**src/rtl/rdp_pkg.sv**
```systemverilog
/*
 * Shared constants and types of the radio digital pin-function block:
 * register offsets, reset values, field layout of the control word.
 * Assumes a 32-bit APB slave whose byte offsets fit in eight bits.
 */
package rdp_pkg;

	// ****************************************************************
	// Register offsets (byte addresses)
	// ****************************************************************
	localparam logic [7:0] OFF_CTRL = 8'h00;
	localparam logic [7:0] OFF_BAUD = 8'h04;
	localparam logic [7:0] OFF_THR  = 8'h08;
	localparam logic [7:0] OFF_STAT = 8'h0c;
	localparam logic [7:0] OFF_SER  = 8'h10;

	// ****************************************************************
	// Reset values and widths
	// ****************************************************************
	localparam logic [15:0] BAUD_RST = 16'h0040;
	localparam logic [7:0]  THR_RST  = 8'h80;
	localparam logic [8:0]  CTRL_RST = 9'h002;
	localparam int          SYNC_N   = 4;
	localparam logic [3:0]  SYNC_RST = 4'h1;
	localparam int          FIFO_DEPTH = 2;

	// Status field positions
	localparam int ST_CS   = 8;
	localparam int ST_LOCK = 9;
	localparam int ST_SLP  = 10;
	localparam int ST_CNT  = 11;

	// Role of the lock indicator pin
	typedef enum logic [1:0]
	{
		LK_IND = 2'b00,
		LK_GPO = 2'b01,
		LK_RXD = 2'b10,
		LK_RSV = 2'b11
	} rdp_lock_e;

	// Control word, highest bit first, bit 0 last
	typedef struct packed
	{
		logic      lock_gpo;
		logic      gauss;
		logic      tx_amp;
		logic      rx_amp;
		logic      async_clk;
		rdp_lock_e lock_mode;
		logic      sleep;
		logic      tx_mode;
	} rdp_ctrl_s;

endpackage

```
**src/rtl/rdp_pinfunc.sv**
```systemverilog
/*
 * Digital pin functions of a narrowband radio: data line and data clock,
 * lock pin roles, amplifier controls, serial config port, APB registers.
 * Assumes pin inputs are asynchronous to pclk and the modem sits on pclk.
 */
// The register offsets and the APB slave port were left to the implementer.
// Summary of operation
// - Data line is an input in transmit, driven with received bits in receive.
// - The device drives the data clock in both directions.
// - In asynchronous mode the data clock pin carries raw received data.
// - Data line level from host wakes the device from sleep in receive.
// - Lock pin is low while the synthesizer is locked, high otherwise.
// - Lock pin can serve as a software-driven general output.
// - Lock pin can carry receive data in synchronous modes.
// - Analog sleep puts data clock, data line and lock pin in high impedance.
// - Config select is active low and idles high when undriven.
// - Host clocks the config port; device returns read data serially.
// - Software drives an output for an external receive amplifier.
// - Software drives an output for an external transmit amplifier.
// - Receive data goes out on the data line with a recovered clock.
// - Transmit bits key the carrier, with optional Gaussian shaping.
// - Signal strength and carrier sense against a threshold are readable.
`timescale 1ns/1ps
module rdp_pinfunc
	import rdp_pkg::*;
#(
	parameter logic [15:0] BAUD_DEF = BAUD_RST
)
(
	// Clock and reset
	input  wire logic        pclk,
	input  wire logic        presetn,
	// APB slave
	input  wire logic        psel,
	input  wire logic        penable,
	input  wire logic        pwrite,
	input  wire logic [7:0]  paddr,
	input  wire logic [31:0] pwdata,
	output logic      [31:0] prdata,
	output logic             pready,
	output logic             pslverr,
	// Config serial port
	input  wire logic        cfg_cs_n,
	input  wire logic        cfg_sclk,
	input  wire logic        cfg_serial_in,
	output logic             cfg_serial_out,
	// Data clock pin
	output logic             bit_clock_pin_o,
	output logic             bit_clock_pin_oe_n,
	// Data line pin
	input  wire logic        bit_line_pin_i,
	output logic             bit_line_pin_o,
	output logic             bit_line_pin_oe_n,
	// Lock indicator pin
	output logic             lock_pin_o,
	output logic             lock_pin_oe_n,
	// Amplifier controls
	output logic             ext_rx_amp_ctrl,
	output logic             ext_tx_amp_ctrl,
	// Modem side
	input  wire logic        synth_locked,
	input  wire logic [7:0]  rssi,
	input  wire logic        demod_bit,
	input  wire logic        demod_valid,
	output logic             demod_ready,
	input  wire logic        mod_ready,
	output logic             mod_bit,
	output logic             mod_strobe,
	output logic             mod_gauss_en,
	output logic             wake_strobe
);

	// ****************************************************************
	// Registers
	// ****************************************************************
	rdp_ctrl_s   ctrl_q;
	logic [15:0] baud_q;
	logic [7:0]  thr_q;
	logic [31:0] prdata_q;
	logic        pready_q;
	logic        pslverr_q;
	logic        carrier_q;

	// Register decode
	wire logic sel_ctrl = paddr == OFF_CTRL;
	wire logic sel_baud = paddr == OFF_BAUD;
	wire logic sel_thr  = paddr == OFF_THR;
	wire logic sel_stat = paddr == OFF_STAT;
	wire logic sel_ser  = paddr == OFF_SER;
	wire logic mapped   = sel_ctrl | sel_baud | sel_thr | sel_stat | sel_ser;
	wire logic setup    = psel & ~penable & ~pready_q;
	wire logic wr       = psel & penable & pwrite & pready_q & mapped;
	wire logic wr_ctrl  = wr & sel_ctrl;

	logic       wake;
	logic [1:0] cnt_q;
	logic [7:0] ser_rx_q;
	wire  logic [31:0] stat_w = {19'h0, cnt_q, ctrl_q.sleep, synth_locked,
		carrier_q, rssi};
	wire  logic [31:0] rd_w = sel_ctrl ? {23'h0, ctrl_q} :
		sel_baud ? {16'h0, baud_q} :
		sel_thr  ? {24'h0, thr_q} :
		sel_stat ? stat_w :
		sel_ser  ? {24'h0, ser_rx_q} : 32'h0;

	// No wait cycle: answer is registered in setup, ready in the first access cycle
	always_ff @(posedge pclk or negedge presetn)
	begin
		if (!presetn)
		begin
			pready_q  <= 1'b0;
			pslverr_q <= 1'b0;
			prdata_q  <= 32'h0;
		end
		else
		begin
			pready_q  <= setup;
			pslverr_q <= setup & ~mapped;
			prdata_q  <= (setup & ~pwrite) ? rd_w : 32'h0;
		end
	end

	// Control word; a host write wins over the wake event
	always_ff @(posedge pclk or negedge presetn)
	begin
		if (!presetn)
			ctrl_q <= CTRL_RST;
		else if (wr_ctrl)
			ctrl_q <= pwdata[8:0];
		else if (wake)
			ctrl_q.sleep <= 1'b0;
	end

	// Rate and threshold
	always_ff @(posedge pclk or negedge presetn)
	begin
		if (!presetn)
		begin
			baud_q <= BAUD_DEF;
			thr_q  <= THR_RST;
		end
		else
		begin
			if (wr & sel_baud)
				baud_q <= pwdata[15:0];
			if (wr & sel_thr)
				thr_q <= pwdata[7:0];
		end
	end

	// Carrier sense against the programmed threshold
	always_ff @(posedge pclk or negedge presetn)
	begin
		if (!presetn)
			carrier_q <= 1'b0;
		else
			carrier_q <= rssi >= thr_q;
	end

	// ****************************************************************
	// Pin input synchronisers
	// ****************************************************************
	logic [SYNC_N-1:0] s1_q;
	logic [SYNC_N-1:0] s2_q;
	logic [SYNC_N-1:0] s3_q;
	logic [SYNC_N-1:0] pin_q;
	logic [SYNC_N-1:0] pinp_q;
	wire  logic [SYNC_N-1:0] raw = {bit_line_pin_i, cfg_serial_in, cfg_sclk, cfg_cs_n};

	// Three stages; a level counts once stages two and three agree
	for (genvar i = 0; i < SYNC_N; i++)
	begin : g_sync
		always_ff @(posedge pclk or negedge presetn)
		begin
			if (!presetn)
			begin
				s1_q[i]   <= SYNC_RST[i];
				s2_q[i]   <= SYNC_RST[i];
				s3_q[i]   <= SYNC_RST[i];
				pin_q[i]  <= SYNC_RST[i];
				pinp_q[i] <= SYNC_RST[i];
			end
			else
			begin
				s1_q[i]   <= raw[i];
				s2_q[i]   <= s1_q[i];
				s3_q[i]   <= s2_q[i];
				pinp_q[i] <= pin_q[i];
				if (s2_q[i] == s3_q[i])
					pin_q[i] <= s3_q[i];
			end
		end
	end

	// ****************************************************************
	// Config serial port
	// ****************************************************************
	wire logic cs_on   = ~pin_q[0];
	wire logic cs_fall = ~pin_q[0] & pinp_q[0];
	wire logic cs_rise = pin_q[0] & ~pinp_q[0];
	wire logic sck_up  = cs_on & pin_q[1] & ~pinp_q[1];
	wire logic sck_dn  = cs_on & ~pin_q[1] & pinp_q[1];
	logic [7:0] sin_q;
	logic [7:0] sout_q;
	logic       so_q;

	// Shift host bits in on rising clock, status out on falling clock
	always_ff @(posedge pclk or negedge presetn)
	begin
		if (!presetn)
		begin
			sin_q    <= 8'h00;
			sout_q   <= 8'h00;
			so_q     <= 1'b0;
			ser_rx_q <= 8'h00;
		end
		else
		begin
			if (sck_up)
				sin_q <= {sin_q[6:0], pin_q[2]};
			if (cs_fall)
			begin
				sout_q <= {rssi[6:0], 1'b0};
				so_q   <= rssi[7];
			end
			else if (sck_dn)
			begin
				sout_q <= {sout_q[6:0], 1'b0};
				so_q   <= sout_q[7];
			end
			if (cs_rise)
				ser_rx_q <= sin_q;
		end
	end

	// ****************************************************************
	// Bit clock divider and two-entry buffer
	// ****************************************************************
	logic [15:0] div_q;
	logic        clk_q;
	logic        has_bit_q;
	logic        line_q;
	logic        space_q;
	logic [FIFO_DEPTH-1:0] mem_q;
	logic        wp_q;
	logic        rp_q;
	logic        rdy_q;
	logic        mbit_q;
	logic        mstb_q;

	wire logic tx    = ctrl_q.tx_mode;
	wire logic run   = ~ctrl_q.sleep;
	wire logic tick  = run & (div_q == 16'h0);
	wire logic any   = cnt_q != 2'd0;
	wire logic head  = mem_q[rp_q];
	wire logic try_p = tick & ~tx & (clk_q | ~has_bit_q);
	wire logic rise  = tick & ~clk_q & (tx ? space_q : has_bit_q);
	wire logic push  = tx ? rise : (demod_valid & space_q);
	wire logic pop   = any & (tx ? mod_ready : try_p);
	wire logic in_b  = tx ? pin_q[3] : demod_bit;
	wire logic [1:0] cnt_d = wr_ctrl ? 2'd0 :
		2'(cnt_q + {1'b0, push} - {1'b0, pop});
	// Next room flag and next direction, so that the ready output is a flop
	wire logic space_d = cnt_d < 2'(FIFO_DEPTH);
	wire logic tx_d    = wr_ctrl ? pwdata[0] : tx;

	// Half-period counter, held in sleep
	always_ff @(posedge pclk or negedge presetn)
	begin
		if (!presetn)
			div_q <= 16'h0;
		else if (!run || tick)
			div_q <= 16'(baud_q - 16'h1);
		else
			div_q <= 16'(div_q - 16'h1);
	end

	// Clock phase: stalls low until data or room is there
	always_ff @(posedge pclk or negedge presetn)
	begin
		if (!presetn)
		begin
			clk_q     <= 1'b0;
			has_bit_q <= 1'b0;
			line_q    <= 1'b0;
		end
		else
		begin
			if (tick & clk_q)
				clk_q <= 1'b0;
			else if (rise)
				clk_q <= 1'b1;
			if (try_p)
				has_bit_q <= any;
			if (try_p & any)
				line_q <= head;
		end
	end

	// Buffer storage; a write of the control word flushes it
	always_ff @(posedge pclk or negedge presetn)
	begin
		if (!presetn)
		begin
			mem_q   <= '0;
			wp_q    <= 1'b0;
			rp_q    <= 1'b0;
			cnt_q   <= 2'd0;
			space_q <= 1'b1;
			rdy_q   <= ~CTRL_RST[0];
		end
		else
		begin
			if (push)
				mem_q[wp_q] <= in_b;
			wp_q    <= wr_ctrl ? 1'b0 : wp_q ^ push;
			rp_q    <= wr_ctrl ? 1'b0 : rp_q ^ pop;
			cnt_q   <= cnt_d;
			space_q <= space_d;
			rdy_q   <= space_d & ~tx_d;
		end
	end

	// Transmit bits toward the modulator
	always_ff @(posedge pclk or negedge presetn)
	begin
		if (!presetn)
		begin
			mbit_q <= 1'b0;
			mstb_q <= 1'b0;
		end
		else
		begin
			mstb_q <= tx & pop;
			if (tx & pop)
				mbit_q <= head;
		end
	end

	// ****************************************************************
	// Pin drivers
	// ****************************************************************
	logic bclk_q;
	logic bclk_oe_n_q;
	logic line_o_q;
	logic line_oe_n_q;
	logic lock_q;
	logic lock_oe_n_q;
	logic wake_q;

	wire logic async_c = ctrl_q.async_clk & ~tx;
	wire logic lock_v  = (ctrl_q.lock_mode == LK_GPO) ? ctrl_q.lock_gpo :
		(ctrl_q.lock_mode == LK_RXD) ? line_q : ~synth_locked;
	assign wake = ctrl_q.sleep & ~tx & pin_q[3];

	// Output registers with high impedance in sleep
	always_ff @(posedge pclk or negedge presetn)
	begin
		if (!presetn)
		begin
			bclk_q      <= 1'b0;
			bclk_oe_n_q <= 1'b1;
			line_o_q    <= 1'b0;
			line_oe_n_q <= 1'b1;
			lock_q      <= 1'b1;
			lock_oe_n_q <= 1'b1;
			wake_q      <= 1'b0;
		end
		else
		begin
			bclk_q      <= async_c ? demod_bit : clk_q;
			bclk_oe_n_q <= ctrl_q.sleep;
			line_o_q    <= line_q;
			line_oe_n_q <= ctrl_q.sleep | tx;
			lock_q      <= lock_v;
			lock_oe_n_q <= ctrl_q.sleep;
			wake_q      <= wake & ~wr_ctrl;
		end
	end

	// Port connections
	assign prdata             = prdata_q;
	assign pready             = pready_q;
	assign pslverr            = pslverr_q;
	assign cfg_serial_out     = so_q;
	assign bit_clock_pin_o    = bclk_q;
	assign bit_clock_pin_oe_n = bclk_oe_n_q;
	assign bit_line_pin_o     = line_o_q;
	assign bit_line_pin_oe_n  = line_oe_n_q;
	assign lock_pin_o         = lock_q;
	assign lock_pin_oe_n      = lock_oe_n_q;
	assign ext_rx_amp_ctrl    = ctrl_q.rx_amp;
	assign ext_tx_amp_ctrl    = ctrl_q.tx_amp;
	assign demod_ready        = rdy_q;
	assign mod_bit            = mbit_q;
	assign mod_strobe         = mstb_q;
	assign mod_gauss_en       = ctrl_q.gauss;
	assign wake_strobe        = wake_q;
endmodule

```
**config.mk**
```make
export PLATFORM = sky130hd
export DESIGN_NAME = rdp_pinfunc
export DESIGN_NICKNAME = d
export VERILOG_FILES = /design/src/rtl/rdp_pkg.sv /design/src/rtl/rdp_pinfunc.sv
export SDC_FILE = /design/constraint.sdc
export NUM_CORES = 1
export LEC_CHECK = 0
export ABC_AREA = 1
export BUFFER_PORTS_ARGS = -buffer_cell sky130_fd_sc_hd__clkbuf_2
export CELL_PAD_IN_SITES_DETAIL_PLACEMENT = 2
export CELL_PAD_IN_SITES_GLOBAL_PLACEMENT = 2
export CORE_ASPECT_RATIO = 1.75
export CORE_MARGIN = 2
export CORE_UTILIZATION = 38
export CTS_BUF_LIST = sky130_fd_sc_hd__clkbuf_8
export DETAILED_ROUTE_END_ITERATION = 12
export HOLD_SLACK_MARGIN = 0.02
export PLACE_DENSITY_LB_ADDON = 0.25
export SLEW_MARGIN = 10
export SYNTH_ARGS = -nofsm -noshare
export SYNTH_HDL_FRONTEND = slang
export SYNTH_SLANG_ARGS = --single-unit
```
**constraint.sdc**
```tcl
create_clock -name pclk -period 4 [get_ports pclk]
set_input_delay 0.2 -clock pclk [delete_from_list [all_inputs] [get_ports pclk]]
set_output_delay 0.2 -clock pclk [all_outputs]
set_load 0.02 [all_outputs]
```
==> impl_metrics.yaml, run 1 <==
status:
  outcome: "finished, final reports clean"
critical_path:
  startpoint_types: "register"
  crit_end_category: "register"
  critPathArrivalTime_ps: 3150
  path_type_of_the_worst_setup_path: "register to register"
  required_ps: 4380
  timing.critical_path.fanout_max: 18
logic_synthesis:
  post_synth_most_frequent_cells: "170 x nand2_1, 116 x dfrtp_1, 73 x inv_1"
  ys_seq_area_share_pct: 54.07
  synth-edff-count: 0
  ys.flop_type: "dfrtp_1"
  avgSynthCellArea_sq_um: 9.120
  yosys_warnings: 0
  ys_seq_elements: 129
  synth_cell_type_count: 43
  yosysMostFrequentCell: "nand2_1"
  yosysTopAreaCell: "dfrtp_1"
  synthesis.instances: 658
  postSynth.asyncResetShare_pct: 100.0
  post_synth_main_area_contributors: "dfrtp_1 48%, nand2_1 11%, dfstp_2 5.7%"
  synth_area_sq_um: 6001
  synthDominantCellAreaShare_pct: 48.37
routing:
  wirelength_per_cell_um: 19.80
  postRouteAntennaNets: 0
  number_of_drc_markers_in_iteration_0: 184
  viasPerCell: 5.174
  wl_um: 18970
  via_count: 4957
  drc_errors: 0
  drt_pass1_iterations: 4
cells_and_area:
  final_cell_area_sq_um: 7058
  area_occupied_by_multi_input_gates_sq_um: 2318
  postLayoutCoreUtil_pct: 45.86
  syn2layout_area_growth_pct: 17.62
  nets: 833
  ff_latch_area_sq_um: 3244
  fin_cells: 958
  diodes: 0
  fillCellCount: 1669
  final_layout_size_suffix_gt1_share_pct: 21.76
power:
  irDropWorstVdd_v: 0.0002147
  net-switching-power_uw: 897.8
  power.share.switching_pct: 30.32
  combPwrFrac_pct: 11.7
  power_density_nw_per_um2: 419.5
  relative_contribution_of_the_clock_network_to_total_power_pct: 37.4
  seq_power_share_pct: 51.0
  cellLeakagePower_uw: 0.003389
  power.internal_uw: 2063
placement:
  gp_routability_congestion: 0.8285
  postPlaceCellArea_sq_um: 6494
  placement.setup.worst_slack_ps: 1275
  place_hpwl_um: 13990
  place.detailed.instances: 908
  port_buffers: 76
die:
  die_h_um: 170.2
  die_area_sq_um: 16850
  floorplan.initialDensity_pct: 38.99
  core_area_sq_um: 15390
  die_width_um: 99.00
  fp-row-count: 60
  io_pins: 109
sta:
  grt_setup_unrepaired: "no"
  finalCriticalPeriod_ps: 2774
  timing_max_transition_violations_final: 0
  setup-violations-final: 0
  totalNegativeSetupSlack_ps: 0
  final.setup_skew_ps: 15.68
  slew_headroom_pct: 39.62
  report.final.hold_viol_count: 0
  final_min_period_over_clock_period_pct: 69.34
  max_freq_ghz: 0.3605
  timing_worst_slew_pin_value_ps: 905.8
  worst_slack_ps: 1226
clock_tree:
  tritoncts: "built"
  tritoncts_num_sinks: 129
  clk_transition_reported_paths_ps: 90
  ctsRootBufferMaster: "clkbuf_8"
  cts_max_level: 4
  cts-root-to-sink-buffers: 2
  numCtsBuffers: 17
  clkLatencyLatePin_ps: 460
global_routing:
  globalRoute.totalOverflow: 0
  number_of_antenna_violations_at_the_first_check_in_global_routing: 0
  grt_max_degree: 98
  grt_util_all_layers_pct: 23.96
  grt_pass1_vias: 5714
  global_route_wire_length_before_repair_um: 30860
min_path:
  hp-class: "primary input to register"
flow_run:
  maxCapViolations: 0
-- final cells by class --
type | count | area share, %
flip-flops and latches | 129 | 45.97
clock buffers | 17 | 3.315
well taps | 186 | 3.297
clock inverters | 15 | 2.127
repair buffers | 98 | 8.456
inverters | 75 | 3.989
multi-input cells | 438 | 32.85
-- state kept, by name, summed over array words and instances (netlist names), 2 cells and up --
| signal | cells |
|---|---|
| baud_q | 16 |
| ctrl_q | 5 |
| pin_q | 4 |
| cnt_q | 2 |
| s2_q | 4 |
| sin_q | 8 |
| div_q | 16 |
| s1_q | 4 |
| thr_q | 8 |
| prdata | 16 |
| mem_q | 2 |
| s3_q | 4 |
| ser_rx_q | 8 |
| sout_q | 7 |
| pinp_q | 2 |
-- layout by cell type, fill, tap and decap left out, types with 4 or more instances in the layout --
cell type,n
dfstp_2,13
nand3b_1,7
a31oi_1,9
clkinv_4,4
nand3_1,25
dlygate4sd3_1,18
a21oi_1,17
conb_1,16
buf_4,4
maj3_1,4
nand2_1,170
nor2_1,51
xor2_1,4
inv_1,73
ha_1,13
dfrtp_1,116
clkbuf_2,75
o21ai_1,6
clkbuf_8,17
nand2_2,7
nor2_2,10
nand4_1,4
o221a_2,4
mux2_2,8
a41oi_1,8
o21ai_0,51
-- worst paths after layout --
kind                                          start                    end  slack [ps]  cells after the start
worst max-delay path            div_q[15]$_DFF_PN0_  demod_ready$_DFF_PN1_        1230                     14
worst min-delay path                      pwdata[7]   thr_q[7]$_DFFE_PN1P_          40                      3
worst max register to register  div_q[15]$_DFF_PN0_  demod_ready$_DFF_PN1_        1230                     14
worst min register to register    s1_q[3]$_DFF_PN0_      s2_q[3]$_DFF_PN0_         360                      0
max in group asynchronous                   presetn   pin_q[0]$_DFFE_PN1N_        2520                      3
min in group asynchronous                   presetn  baud_q[8]$_DFFE_PN0P_         410                      2
-- worst max-delay path, stage by stage, from the launching register on --
cell and delay [ps]:
dfrtp_1 390, nor2_1 220, nand2_1 100, nor2_2 170
nand2_4 200, a211oi_1 350, nand2_1 180, nand2_1 150
ha_1 240, inv_1 50, ha_1 180, xnor2_1 160
nand2_1 110, inv_1 120, nor2_1 60
-- repair_timing --
action | CTS | global route
endpoints found under the hold margin | 104 | 0
resized for setup | 0 | 0
setup buffers | 0 | 0
setup endpoints to repair | 0 | 0
hold buffers | 18 | 0
-- layer usage --
| layer | wire length (um) | share of wire, % | global-route usage, % | vias up |
|---|---|---|---|---|
| li1 | - | - | - | 2292 |
| met3 | 497 | 2.6 | 4.066 | 50 |
| met5 | 0 | 0 | 0 | - |
| met4 | 874 | 4.6 | 12.15 | 0 |
| met2 | 10530 | 55 | 44.21 | 104 |
| met1 | 7074 | 37 | 25.84 | 2511 |
-- kinds of logic (layout without fill, tap and decap cells) --
kind of cell | after synthesis | count (layout) | synth area share, %
buffers and inverters | 106 | 205 | 8.236
adders and majority gates | 17 | 17 | 3.378
other | 1 | 16 | 0.06249
DFF | 129 | 129 | 54.07
AOI/OAI and AO/OA | 102 | 102 | 9.967
xor gates and xnor gates | 8 | 8 | 1.293
and+or+nand+nor | 286 | 286 | 21.33
muxes | 9 | 9 | 1.668
-- through the flow --
stage          total power (uW)  hold slack [ps]
2_1_floorplan              1724           -95.59
6_report                   2961            39.26
5_1_grt                    3120            32.68
3_5_place_dp               1860            295.8
3_3_place_gp               1824            291.6
4_1_cts                    2997            26.66
-- power by group through the flow --
stage | clock network (uW) | logic [uW] | registers (uW)
3_3_place_gp | 0 | 303 | 1520
6_report | 1110 | 345 | 1510
3_5_place_dp | 0 | 329 | 1530
2_1_floorplan | 0 | 212 | 1510
5_1_grt | 1200 | 400 | 1520
4_1_cts | 1130 | 353 | 1510
Power figures use the tool's default switching activity.
==> run 2: changes to the inputs <==
Settings changed: ABC_AREA 1 to 0.
Clock period 4 ns to 2.7 ns, I/O delays scaled along.
==> run 2 against run 1 <==
Net effect:
- the run now ends with negative setup slack left
- total power rose by 69%
- register-to-register slack lost 1500 ps
- via count down 6.4%
- synthesized cell count down 22%
- core utilization grew 4.2 points
- die area fell by 0.33%
- combinational power increased by 150%
- largest power group unchanged
==> impl_metrics.yaml, run 2 <==
logic_synthesis:
  synth_cell_type_count: 54
  synthesis.instances: 510
  yosysMostFrequentCell: "dfrtp_1"
  ys_seq_elements: 129
  avgSynthCellArea_sq_um: 11.73
  synthDominantCellAreaShare_pct: 48.54
  ys.flop_type: "dfrtp_1"
  yosysTopAreaCell: "dfrtp_1"
  post_synth_main_area_contributors: "dfrtp_1 49%, mux2_2 7.0%, dfstp_2 5.7%"
  post_synth_most_frequent_cells: "116 x dfrtp_1, 55 x nand2_1, 37 x mux2_2"
  synth-edff-count: 0
  yosys_warnings: 0
  ys_seq_area_share_pct: 54.25
  synth_area_sq_um: 5981
  postSynth.asyncResetShare_pct: 100.0
die:
  io_pins: 109
  floorplan.initialDensity_pct: 38.86
  die_area_sq_um: 16800
  die_h_um: 170.0
  fp-row-count: 60
  core_area_sq_um: 15390
  die_width_um: 98.84
critical_path:
  path_cells: "nor4_4 > nand4_1 > nor4b_2 > o21a_1 > inv_2 > ha_4 > inv_4 > ha_4 > xnor2_4 > xnor2_2 > or3_4 > o21ai_2"
  timing.critical_path.fanout_max: 4
  crit_end_category: "register"
  startpoint_types: "register"
  critical_path.slowest_cell: "dfrtp_1"
  path_delay_family: "simple AND/OR/NAND/NOR gates"
  timing.critical_path.buf_inv: 2
  critPathArrivalTime_ps: 3300
  required_ps: 3050
  critPathMaxStageDelay_ps: 420
  path_common_cell: "ha_4"
  path_type_of_the_worst_setup_path: "register to register"
power:
  power.internal_uw: 3517
  net-switching-power_uw: 1480
  cellLeakagePower_uw: 0.003592
  combPwrFrac_pct: 16.9
  power.share.switching_pct: 29.62
  relative_contribution_of_the_clock_network_to_total_power_pct: 34.8
  seq_power_share_pct: 48.3
  irDropWorstVdd_v: 0.0002802
  power_density_nw_per_um2: 649.3
clock_tree:
  clkLatencyLatePin_ps: 440
  tritoncts_num_sinks: 129
  ctsRootBufferMaster: "clkbuf_8"
  cts-root-to-sink-buffers: 2
  clk_transition_reported_paths_ps: 90
  numCtsBuffers: 17
  cts_max_level: 4
  tritoncts: "built"
cells_and_area:
  commonest_non_fill_non_tap_cells_in_the_layout: "116 x dfrtp_1, 75 x clkbuf_2, 53 x nand2_1, 47 x buf_4, 37 x mux2_2"
  fillCellCount: 1516
  nets: 736
  most_common_cell_after_layout_fill_and_taps_aside: "dfrtp_1"
  diodes: 0
  syn2layout_area_growth_pct: 28.70
  fin_cells: 861
  postLayoutCoreUtil_pct: 50.02
  final_layout_size_suffix_gt1_share_pct: 36.30
status:
  outcome: "finished, violations left"
  failed_checks: "negative setup slack"
routing:
  wirelength_per_cell_um: 23.25
  drc_errors: 0
  postRouteAntennaNets: 0
  wl_um: 20020
  via_count: 4638
  viasPerCell: 5.387
  number_of_drc_markers_in_iteration_0: 127
  drt_pass1_iterations: 4
sta:
  setup-violations-final: 5
  timing_max_transition_violations_final: 0
  final.setup_skew_ps: 18.73
  totalNegativeSetupSlack_ps: -937.9
  slew_headroom_pct: 33.73
  finalCriticalPeriod_ps: 2947
  final.hold.worst_slack_ps: 29.37
  timing_worst_slew_pin_value_ps: 992.0
  worst_slack_ps: -246.6
  final_min_period_over_clock_period_pct: 109.1
  grt_setup_unrepaired: "yes"
  report.final.hold_viol_count: 0
  max_freq_ghz: 0.3394
global_routing:
  grt_util_all_layers_pct: 24.32
  grt_pass1_vias: 5578
  grt_max_degree: 57
  global_route_wire_length_before_repair_um: 30930
  number_of_antenna_violations_at_the_first_check_in_global_routing: 0
  globalRoute.totalOverflow: 0
flow_run:
  maxCapViolations: 0
placement:
  place_hpwl_um: 13330
  place.detailed.instances: 793
  port_buffers: 76
  gp_routability_congestion: 0.8409
  placement.setup.worst_slack_ps: -260.0
min_path:
  hp-class: "primary input to register"
run 2: cell types whose count changed in the layout (fill, tap and decap cells not counted), moves of 23 or more:
cell / previous run / this run
nand3_1: 25 / 2
nand2_1: 170 / 53
buf_4: 4 / 47
mux2_2: 8 / 37
nor2_1: 51 / 28
o21ai_0: 51 / 22
inv_1: 73 / 18
run 2: tightest hold or removal path: cells and delay by family:
kind / cells / cell delay (ps)
AOI/OAI and AO/OA: 1 / 160
buffers and inverters: 1 / 80
and+or+nand+nor: 1 / 50
run 2: per-layer routing:
| layer | up-vias | share of wire (%) | GRT usage (%) |
|---|---|---|---|
| met4 | 0 | 3.1 | 10.78 |
| li1 | 2070 | - | - |
| met3 | 36 | 2.7 | 3.901 |
| met5 | - | 0 | 0 |
| met2 | 103 | 58 | 46.30 |
| met1 | 2429 | 36 | 25.79 |
run 2: repair_timing:
action / 4_1_cts / 5_1_grt
pin swaps: 10 / 8
endpoints found under the setup margin: 7 / 9
resized for setup: 20 / 15
buffers inserted: 5 / 3
hold buffers: 28 / 0
hold endpoints to repair: 88 / 0
run 2: cells by family (layout without fill, tap and decap cells):
kind of cell               count (synthesis)  count (layout)  synth area share [%]
AOI/OAI and AO/OA                         75              75                 8.138
xor gates and xnor gates                  22              22                 3.222
adders and majority gates                 17              17                 3.389
buffers and inverters                     54             204                 4.561
DFF                                      129             129                 54.25
muxes                                     68              68                 13.83
other                                      1              16               0.06270
and+or+nand+nor                          144             144                 12.55
run 2: per-stage QoR:
| stage | total power, uW | area [sq um] |
|---|---|---|
| finish | 4998 | 7697 |
| global route | 5221 | 7697 |
| CTS | 4985 | 7601 |
| detailed placement | 3181 | 6794 |
| global placement | 3100 | 6794 |
| floorplan | 2842 | 6068 |
run 2: power by group through the flow:
stage	Sequential [uW]	Clock, uW	Combinational, uW
after CTS	2410	1770	809
after global routing	2440	1840	938
after global placement	2410	0	692
final	2410	1740	847
after floorplan	2390	0	452
after detailed placement	2430	0	747
run 2: worst paths after layout:
| check | from | to | slack [ps] | depth (start not counted) |
|---|---|---|---|---|
| max in group asynchronous | presetn | demod_ready$_DFF_PN1_ | 1570 | 3 |
| worst max-delay path | div_q[9]$_DFF_PN0_ | demod_ready$_DFF_PN1_ | -250 | 12 |
| worst min-delay path | paddr[5] | pslverr$_DFF_PN0_ | 30 | 3 |
| worst min register to register | s1_q[2]$_DFF_PN0_ | s2_q[2]$_DFF_PN0_ | 350 | 0 |
| min in group asynchronous | presetn | s2_q[1]$_DFF_PN0_ | 290 | 2 |
| worst max register to register | div_q[9]$_DFF_PN0_ | demod_ready$_DFF_PN1_ | -250 | 12 |
run 2: layout make-up:
| cell class | instances | area [sq um] | area share (%) |
|---|---|---|---|
| Clock inverter | 15 | 170.2 | 2.211 |
| Multi-Input combinational cell | 342 | 2699 | 35.06 |
| Sequential cell | 129 | 3244 | 42.15 |
| Inverter | 20 | 77.57 | 1.008 |
| Tap cell | 186 | 232.7 | 3.023 |
| Clock buffer | 17 | 234.0 | 3.040 |
| Timing Repair Buffer | 152 | 1040 | 13.51 |
